`config.mk`:
```
export PLATFORM = sky130hd
export DESIGN_NAME = dsm_top
export DESIGN_NICKNAME = d
export VERILOG_FILES = /design/src/verilog/dsm_pkg.sv /design/src/verilog/dsm_top.sv /design/src/verilog/dsm_carrier_gate.sv
export VERILOG_INCLUDE_DIRS = /design/src /design/src/verilog
export SDC_FILE = /design/constraint.sdc
export NUM_CORES = 1
export LEC_CHECK = 0
export BUFFER_PORTS_ARGS = -buffer_cell sky130_fd_sc_hd__buf_2
export CAP_MARGIN = 20
export CELL_PAD_IN_SITES_DETAIL_PLACEMENT = 1
export CELL_PAD_IN_SITES_GLOBAL_PLACEMENT = 1
export CORE_ASPECT_RATIO = 0.6
export CORE_MARGIN = 2
export CORE_UTILIZATION = 30
export DETAILED_ROUTE_END_ITERATION = 8
export GPL_TIMING_DRIVEN = 0
export HOLD_SLACK_MARGIN = 0.1
export PLACE_DENSITY_LB_ADDON = 0.1
export SLEW_MARGIN = 10
export SYNTH_ARGS = -nofsm -noshare
export SYNTH_HDL_FRONTEND = slang
export SYNTH_SLANG_ARGS = --single-unit
```
`constraint.sdc`:
```
create_clock -name clk_i -period 2.1 [get_ports clk_i]
set_input_delay 0.21 -clock clk_i [delete_from_list [all_inputs] [get_ports clk_i]]
set_output_delay 0.21 -clock clk_i [all_outputs]
set_load 0.02 [all_outputs]
```
`src/verilog/dsm_defines.svh`:
```
/*
 * Register offsets, field positions, reset values and source codes of the data signal modulator.
 * Included by the package, the checker and the testbench; holds definitions only.
 */
`ifndef DSM_DEFINES_SVH
`define DSM_DEFINES_SVH

// ==========================================================
// Register byte offsets
`define DSM_ADDR_CTRL      8'h00
`define DSM_ADDR_SRC       8'h04
`define DSM_ADDR_HIGH_CARRIER_SIGNAL      8'h08
`define DSM_ADDR_LOW_CARRIER_SIGNAL      8'h0c
`define DSM_ADDR_W         8

// ==========================================================
// Control register fields
`define DSM_CTRL_EN_BIT    7
`define DSM_CTRL_OPOL_BIT  4
`define DSM_CTRL_OUT_BIT   3
`define DSM_CTRL_SWBIT_BIT 0
`define DSM_CTRL_WMASK     8'h91

// ==========================================================
// Carrier register fields
`define DSM_CAR_POL_BIT    6
`define DSM_CAR_SYNC_BIT   5
`define DSM_CAR_WMASK      8'h6f
`define DSM_SEL_WMASK      8'h0f

// ==========================================================
// Reset values
`define DSM_CTRL_RST       8'h00
`define DSM_SRC_RST        4'h0
`define DSM_CARSEL_RST     4'h0

// ==========================================================
// Source codes of the software bit (15) and of ground (14)
`define DSM_MOD_SW_CODE    4'hf
`define DSM_CAR_GND_CODE   4'he

`endif

```
`src/verilog/dsm_pkg.sv`:
```
/*
 * Types shared by the data signal modulator modules.
 * Assumes dsm_defines.svh sits on the include path.
 */
`include "dsm_defines.svh"

package dsm_pkg;

  // ==========================================================
  // Carrier tracking state
  typedef enum logic [1:0] {
    DSM_CAR_IDLE,
    DSM_CAR_ACTIVE,
    DSM_CAR_WAIT_FALL,
    DSM_CAR_DRAIN
  } dsm_car_state_t;

endpackage

```
`src/verilog/dsm_top.sv`:
```
/*
 * Data signal modulator: mixes a selected modulator with carrier high or carrier low
 * and drives one modulated output pin; registers reached over classic Wishbone.
 * Assumes all source inputs are synchronous to clk_i and that the bus master is classic single cycle.
 */
// Overview of operation
// - Output carrier-high AND mod, else carrier-low
// - Enable bit activates selected sources
// - Disable forces ground carriers, software modulator
// - Select registers keep contents while disabled
// - Output disabled keeps pin driven low
// - Four-bit field picks sixteen modulator sources
// - Four-bit field picks fifteen carrier-high sources
// - Independent four-bit field picks carrier-low source
// - Sources come from peripherals or pins
// - Synced carriers switch on falling edge
// - Polarity bits invert each selected carrier
// - Reset disables and restores default registers
`timescale 1ns/1ns

module dsm_top
  import dsm_pkg::*;
(
  // Clock and reset
  input  wire logic        clk_i,
  input  wire logic        rst_i,
  // Wishbone slave
  input  wire logic        wb_cyc_i,
  input  wire logic        wb_stb_i,
  input  wire logic        wb_we_i,
  input  wire logic [7:0]  wb_adr_i,
  input  wire logic [3:0]  wb_sel_i,
  input  wire logic [31:0] wb_dat_i,
  output logic      [31:0] wb_dat_o,
  output logic             wb_ack_o,
  // Modulator sources
  input  wire logic [1:0]  capture_compare_i,
  input  wire logic [1:0]  pwm_i,
  input  wire logic [1:0]  spi_sdo_i,
  input  wire logic [1:0]  comparator_i,
  input  wire logic        uart_tx_i,
  input  wire logic        external_modulation_pin_i,
  input  wire logic        oscillator_i,
  input  wire logic [3:0]  logic_cell_i,
  // Carrier-only sources
  input  wire logic        system_clock_i,
  input  wire logic        internal_fast_oscillator_i,
  input  wire logic        reference_clock_output_i,
  input  wire logic        external_carrier_pin_one_i,
  input  wire logic        external_carrier_pin_two_i,
  // Modulated output
  output logic             modulated_output_pin_o
);

  // ==========================================================
  // Register state
  logic [7:0]  ctrl_reg;
  logic [7:0]  ctrl_next;
  logic [3:0]  src_reg;
  logic [3:0]  src_next;
  logic [7:0]  high_carrier_signal_reg;
  logic [7:0]  high_carrier_signal_next;
  logic [7:0]  low_carrier_signal_reg;
  logic [7:0]  low_carrier_signal_next;
  logic        ack_reg;
  logic        ack_next;
  logic [31:0] rdat_reg;
  logic [31:0] rdat_next;
  logic        out_reg;
  logic        out_next;
  logic        mix_next;

  logic        modulator_enable;
  logic        software_modulation_bit;
  logic [3:0]  modulation_source_select;
  logic [3:0]  high_carrier_select;
  logic [3:0]  low_carrier_select;
  logic        high_carrier_signal;
  logic        low_carrier_signal;
  logic        modulator;
  logic        high_active;
  logic        low_active;
  logic        bus_req;
  logic [15:0] carrier_sources;

  // ==========================================================
  // Source selection
  // Sources go in as an argument: a continuous assign does not wake on signals read inside a function
  function automatic logic pick_carrier(input logic [3:0] code, input logic [15:0] srcs);
    pick_carrier = srcs[code];
  endfunction

  // Codes 14 and 15 both select ground
  assign carrier_sources = {1'b0, 1'b0, external_carrier_pin_two_i, external_carrier_pin_one_i,
                            reference_clock_output_i, logic_cell_i, internal_fast_oscillator_i,
                            system_clock_i, oscillator_i, pwm_i, capture_compare_i};

  function automatic logic [31:0] pad_byte(input logic [7:0] b);
    pad_byte = {24'h000000, b};
  endfunction

  assign modulator_enable        = ctrl_reg[`DSM_CTRL_EN_BIT];
  assign software_modulation_bit = ctrl_reg[`DSM_CTRL_SWBIT_BIT];
  // Disabled: carriers to ground, modulator to software bit; stored selects untouched
  assign modulation_source_select = modulator_enable ? src_reg : `DSM_MOD_SW_CODE;
  assign high_carrier_select = modulator_enable ? high_carrier_signal_reg[3:0] : `DSM_CAR_GND_CODE;
  assign low_carrier_select  = modulator_enable ? low_carrier_signal_reg[3:0] : `DSM_CAR_GND_CODE;

  always_comb begin
    case (modulation_source_select)
      4'h0:    modulator = capture_compare_i[0];
      4'h1:    modulator = capture_compare_i[1];
      4'h2:    modulator = pwm_i[0];
      4'h3:    modulator = pwm_i[1];
      4'h4:    modulator = spi_sdo_i[0];
      4'h5:    modulator = spi_sdo_i[1];
      4'h6:    modulator = comparator_i[0];
      4'h7:    modulator = comparator_i[1];
      4'h8:    modulator = uart_tx_i;
      4'h9:    modulator = external_modulation_pin_i;
      4'ha:    modulator = oscillator_i;
      4'hb:    modulator = logic_cell_i[0];
      4'hc:    modulator = logic_cell_i[1];
      4'hd:    modulator = logic_cell_i[2];
      4'he:    modulator = logic_cell_i[3];
      default: modulator = software_modulation_bit;
    endcase
  end

  // Polarity bit is masked only while disabled, so a disabled block stays quiet; enabled, it inverts ground too
  assign high_carrier_signal = pick_carrier(high_carrier_select, carrier_sources) ^
                               (high_carrier_signal_reg[`DSM_CAR_POL_BIT] & modulator_enable);
  assign low_carrier_signal  = pick_carrier(low_carrier_select, carrier_sources) ^
                               (low_carrier_signal_reg[`DSM_CAR_POL_BIT] & modulator_enable);

  // ==========================================================
  // Carrier synchronisation
  dsm_carrier_gate u_high_gate (
    .clk_i     (clk_i),
    .rst_i     (rst_i),
    .want_i    (modulator),
    .sync_i    (high_carrier_signal_reg[`DSM_CAR_SYNC_BIT]),
    .carrier_i (high_carrier_signal),
    .active_o  (high_active)
  );

  dsm_carrier_gate u_low_gate (
    .clk_i     (clk_i),
    .rst_i     (rst_i),
    .want_i    (~modulator),
    .sync_i    (low_carrier_signal_reg[`DSM_CAR_SYNC_BIT]),
    .carrier_i (low_carrier_signal),
    .active_o  (low_active)
  );

  // ==========================================================
  // Mixing and output
  always_comb begin
    mix_next = (high_active & high_carrier_signal) | (low_active & low_carrier_signal);
    // Pin idles low while disabled, regardless of output polarity
    out_next = modulator_enable ? (mix_next ^ ctrl_reg[`DSM_CTRL_OPOL_BIT]) : 1'b0;
  end

  // ==========================================================
  // Wishbone slave, one wait state, ack drops after one cycle
  assign bus_req = wb_cyc_i & wb_stb_i & ~ack_reg;

  always_comb begin
    ctrl_next = ctrl_reg;
    src_next  = src_reg;
    high_carrier_signal_next = high_carrier_signal_reg;
    low_carrier_signal_next = low_carrier_signal_reg;
    ack_next  = bus_req;
    rdat_next = rdat_reg;
    if (bus_req && wb_we_i && wb_sel_i[0]) begin
      case (wb_adr_i)
        `DSM_ADDR_CTRL: ctrl_next = wb_dat_i[7:0] & `DSM_CTRL_WMASK;
        `DSM_ADDR_SRC:  src_next  = wb_dat_i[3:0];
        `DSM_ADDR_HIGH_CARRIER_SIGNAL: high_carrier_signal_next = wb_dat_i[7:0] & `DSM_CAR_WMASK;
        `DSM_ADDR_LOW_CARRIER_SIGNAL: low_carrier_signal_next = wb_dat_i[7:0] & `DSM_CAR_WMASK;
        default: ;
      endcase
    end
    if (bus_req && !wb_we_i) begin
      case (wb_adr_i)
        `DSM_ADDR_CTRL: begin
          rdat_next = pad_byte({ctrl_reg[7:4], out_reg, ctrl_reg[2:0]});
        end
        `DSM_ADDR_SRC:  rdat_next = pad_byte({4'h0, src_reg});
        `DSM_ADDR_HIGH_CARRIER_SIGNAL: rdat_next = pad_byte(high_carrier_signal_reg);
        `DSM_ADDR_LOW_CARRIER_SIGNAL: rdat_next = pad_byte(low_carrier_signal_reg);
        default:        rdat_next = 32'h00000000;
      endcase
    end
  end

  always_ff @(posedge clk_i) begin
    if (rst_i) begin
      ctrl_reg <= `DSM_CTRL_RST;
      src_reg  <= `DSM_SRC_RST;
      high_carrier_signal_reg <= {4'h0, `DSM_CARSEL_RST};
      low_carrier_signal_reg <= {4'h0, `DSM_CARSEL_RST};
      ack_reg  <= 1'b0;
      rdat_reg <= 32'h00000000;
      out_reg  <= 1'b0;
    end else begin
      ctrl_reg <= ctrl_next;
      src_reg  <= src_next;
      high_carrier_signal_reg <= high_carrier_signal_next;
      low_carrier_signal_reg <= low_carrier_signal_next;
      ack_reg  <= ack_next;
      rdat_reg <= rdat_next;
      out_reg  <= out_next;
    end
  end

  assign wb_ack_o               = ack_reg;
  assign wb_dat_o               = rdat_reg;
  assign modulated_output_pin_o = out_reg;

endmodule // dsm_top

```
`src/verilog/dsm_carrier_gate.sv`:
```
/*
 * One carrier gate: decides when a carrier is active for mixing, with optional falling-edge sync.
 * Assumes the carrier input is already selected, inverted and synchronous to clk_i.
 */
`timescale 1ns/1ns

module dsm_carrier_gate
  import dsm_pkg::*;
(
  // Clock and reset
  input  wire logic clk_i,
  input  wire logic rst_i,
  // Control
  input  wire logic want_i,
  input  wire logic sync_i,
  input  wire logic carrier_i,
  // Result
  output logic      active_o
);

  dsm_car_state_t state_reg;
  dsm_car_state_t state_next;
  logic           car_prev_reg;
  logic           car_prev_next;
  logic           fall;

  assign fall = car_prev_reg & ~carrier_i;

  // ==========================================================
  // Next state
  always_comb begin
    state_next    = state_reg;
    car_prev_next = carrier_i;
    case (state_reg)
      DSM_CAR_IDLE: begin
        if (want_i && !sync_i) begin
          state_next = DSM_CAR_ACTIVE;
        end else if (want_i) begin
          state_next = DSM_CAR_WAIT_FALL;
        end
      end
      DSM_CAR_WAIT_FALL: begin
        if (!want_i) begin
          state_next = DSM_CAR_IDLE;
        end else if (fall || !sync_i) begin
          state_next = DSM_CAR_ACTIVE;
        end
      end
      DSM_CAR_ACTIVE: begin
        if (!want_i && sync_i) begin
          state_next = fall ? DSM_CAR_IDLE : DSM_CAR_DRAIN;
        end else if (!want_i) begin
          state_next = DSM_CAR_IDLE;
        end
      end
      DSM_CAR_DRAIN: begin
        if (want_i) begin
          state_next = DSM_CAR_ACTIVE;
        end else if (fall || !sync_i) begin
          state_next = DSM_CAR_IDLE;
        end
      end
      default: begin
        state_next = DSM_CAR_IDLE;
      end
    endcase
  end

  // ==========================================================
  // Registers
  always_ff @(posedge clk_i) begin
    if (rst_i) begin
      state_reg    <= DSM_CAR_IDLE;
      car_prev_reg <= 1'b0;
    end else begin
      state_reg    <= state_next;
      car_prev_reg <= car_prev_next;
    end
  end

  // Unsynced carrier switches at once; synced one follows its state
  assign active_o = (want_i && !sync_i) ||
                    (state_reg == DSM_CAR_ACTIVE && (want_i || sync_i)) ||
                    (state_reg == DSM_CAR_DRAIN);

endmodule // dsm_carrier_gate

```
==> reports/summary.txt <==
cts-stage hold buffer count: 0
Worst-path clk slew: 0.06 ns
CTS Buf Count: 5
crit path kind: reg2reg
setup ws final: 0.0141 ns
Setup crit end: modulated_output_pin_o
number of flip-flops in the largest register: 8
Synth Warn #: 0
ys flop type: dfxtp_1
CP Launch Type: register
Post-Syn Area: 2300 um2
IO Count: 103
HPWL Detailed: 5500 um
fin crit period: 2.09 ns
HP Class: in2reg
status: completed
Syn-to-layout area delta: 34.1%
beginning of the worst register-to-register path: high_carrier_signal_reg[0]
Final Wtd Congestion: 0.768
CP startpoint: high_carrier_signal_reg[0]
top post-synthesis cells by area: dfxtp_1 31%, mux2i_1 10%, buf_4 8.8%
clk buf depth: 2
Crit. End Element: register
Power Density: 517 nW/um2
CTS tree: done
# fillers: 930
Die X: 117 um
Post-Synthesis Cells: 263
worst clock skew: 0.00401 ns
fraction of the yosys area taken by sequential cells: 30.5%
Hold Violations, Final: 0
clock latency at the later pin of the worst-skew pair: 0.29 ns
Post-synth EDFFs: 0
Peak VDD IR: 338 uV
total wire length: 7240 um
worst rel slew slack: 59.1%
setup violators final: 0
initial core utilization: 31.3%
post-place setup slack: -0.189 ns
Max Clock Freq: 0.479 GHz
first-pass GRT wire length: 11,500 um
initial antenna violation count: 0
share of layout cells above drive strength 1: 37.2%
fin crit share: 99.3%
drt pass-1 iters: 4
H-tree depth: 2
syn avg cell area: 8.73 um2
vias in the first global route: 2,157
Worst R2R Path Depth: 8
die area: 8390 um2
Detailed Route Iter0 Violations: 93
worst-margin pin slew: 0.610 ns
Util after Layout: 42.0%
end of the worst register-to-register path: modulated_output_pin_o
Via density: 4.75
Root Driver: clkbuf_16
Yosys top cell by area: dfxtp_1
Cell Rows: 24
Floorplan Core Area: 7330 um2
antenna cells: 0
mean routed wirelength per cell: 15.9 um
Commonest cells post-synth: 35 x dfxtp_1, 29 x nor2_1, 27 x buf_4, 24 x mux2i_1, 16 x nand2_1
via count: 2,164
flop and latch count out of synthesis: 35
Residual DRC: 0
gr usage total: 18.2%
peak fanout along the critical path: 5
LEAKAGE: 0.00142 uW
nets: 420
port buffer count: 50
register area: 711 um2
most numerous cell in the Yosys netlist: dfxtp_1
largest net degree at the start of global routing: 12
Die Y: 71.8 um
Routed Antenna Nets: 0
Distinct cells, synth: 58
area of the multi-input gates: 1460 um2
post-synth top area share: 30.5%
RSZ-0062 raised after global routing: yes
grt ovf: 0
Slew Limit Fails: 0
# clock sinks: 35
max capacitance violation total: 0
Crit path required time: 2.31 ns
Async SR Flop Fraction: 0%
crit path DAT: 2.30 ns
reg-to-reg setup timing slack: 0.01 ns
## worst max-delay path: stages (launching register included)
cell     delay [ns]
dfxtp_2        0.35
buf_6          0.14
mux2i_4        0.24
nand3_1        0.09
o311a_1        0.15
a32oi_2        0.24
mux2_4         0.38
o22ai_1        0.21
mux2i_1        0.20
## how the worst min path moves through the flow
stage                     depth (start not counted)                         end         from  slack (ns)
final                                             3                 ctrl_reg[4]  wb_dat_i[4]        0.18
after global routing                              3                 ctrl_reg[4]  wb_dat_i[4]        0.19
after CTS                                         3                 ctrl_reg[7]  wb_dat_i[7]        0.18
after detailed placement                          2                 wb_dat_o[7]  wb_dat_o[7]        0.45
after global placement                            2                 wb_dat_o[4]  wb_dat_o[4]        0.44
after floorplan                                   2  high_carrier_signal_reg[0]  wb_dat_i[0]        0.35
## cell type report
type | count | share of cell area (%)
multi-input combinational | 206 | 47.5
sequential | 35 | 23.1
buffer | 38 | 9.07
inverter | 6 | 0.732
clock inverter | 3 | 0.488
timing repair buffer | 59 | 10.8
clock buffer | 5 | 4.07
tap | 104 | 4.23
## kinds of logic (layout without fill, tap and decap cells)
logic type	count (synthesis)	count (layout)	synth area share, %
and+or+nand+nor	95	95	22.5
AOI/OAI and AO/OA	52	52	16.6
buffers and inverters	45	111	12.6
muxes	35	35	17.7
DFF	35	35	30.5
other	1	24	0.163
## layout by cell type (no fill, tap or decap), types with 3 or more instances in the layout
master and n:
o21ai_0 6, nand4_1 5, nand2b_1 5, buf_2 52
inv_1 6, mux2i_1 23, nor2_1 29, mux2_4 3
conb_1 24, dfxtp_2 5, a31oi_1 3, a22oi_1 4
clkbuf_16 6, nand2_1 15, clkbuf_1 8, mux4_2 3
nand3_1 11, nand3b_1 8, buf_4 32, o22ai_1 3
clkinv_2 3, a21oi_1 10, mux2_2 4, o21ai_1 4
dfxtp_1 29
## report_power, final
part	switching, uW	internal, uW
Sequential	1.62	665
Combinational	114	81.9
Clock	295	433
## what timing repair did
action	CTS	global route
cloned	1	1
pin swaps	1	7
gates resized for setup	16	9
setup buffers	2	5
setup endpoints to repair	5	5
## layer usage
layer  global-route usage [%]  wire (um)  vias to the layer above
li1                         -          -                     1077
met4                     3.53         71                        0
met3                     5.58        532                        6
met1                     28.9       3950                     1012
met2                     23.8       2680                       69
met5                        0          0                        -
## stage by stage
step	hold WS, ns	cells	TNS, ns	total power [uW]	instance area (um2)
after floorplan	0.354	286	0	801	2380
after global placement	0.443	440	-1.16	870	2760
after detailed placement	0.446	440	-1.52	870	2760
after CTS	0.176	450	0	1610	2980
after global routing	0.192	456	-0.131	1660	3080
final	0.183	456	0	1590	3080
No activity file was read; power rests on OpenSTA's default activity.
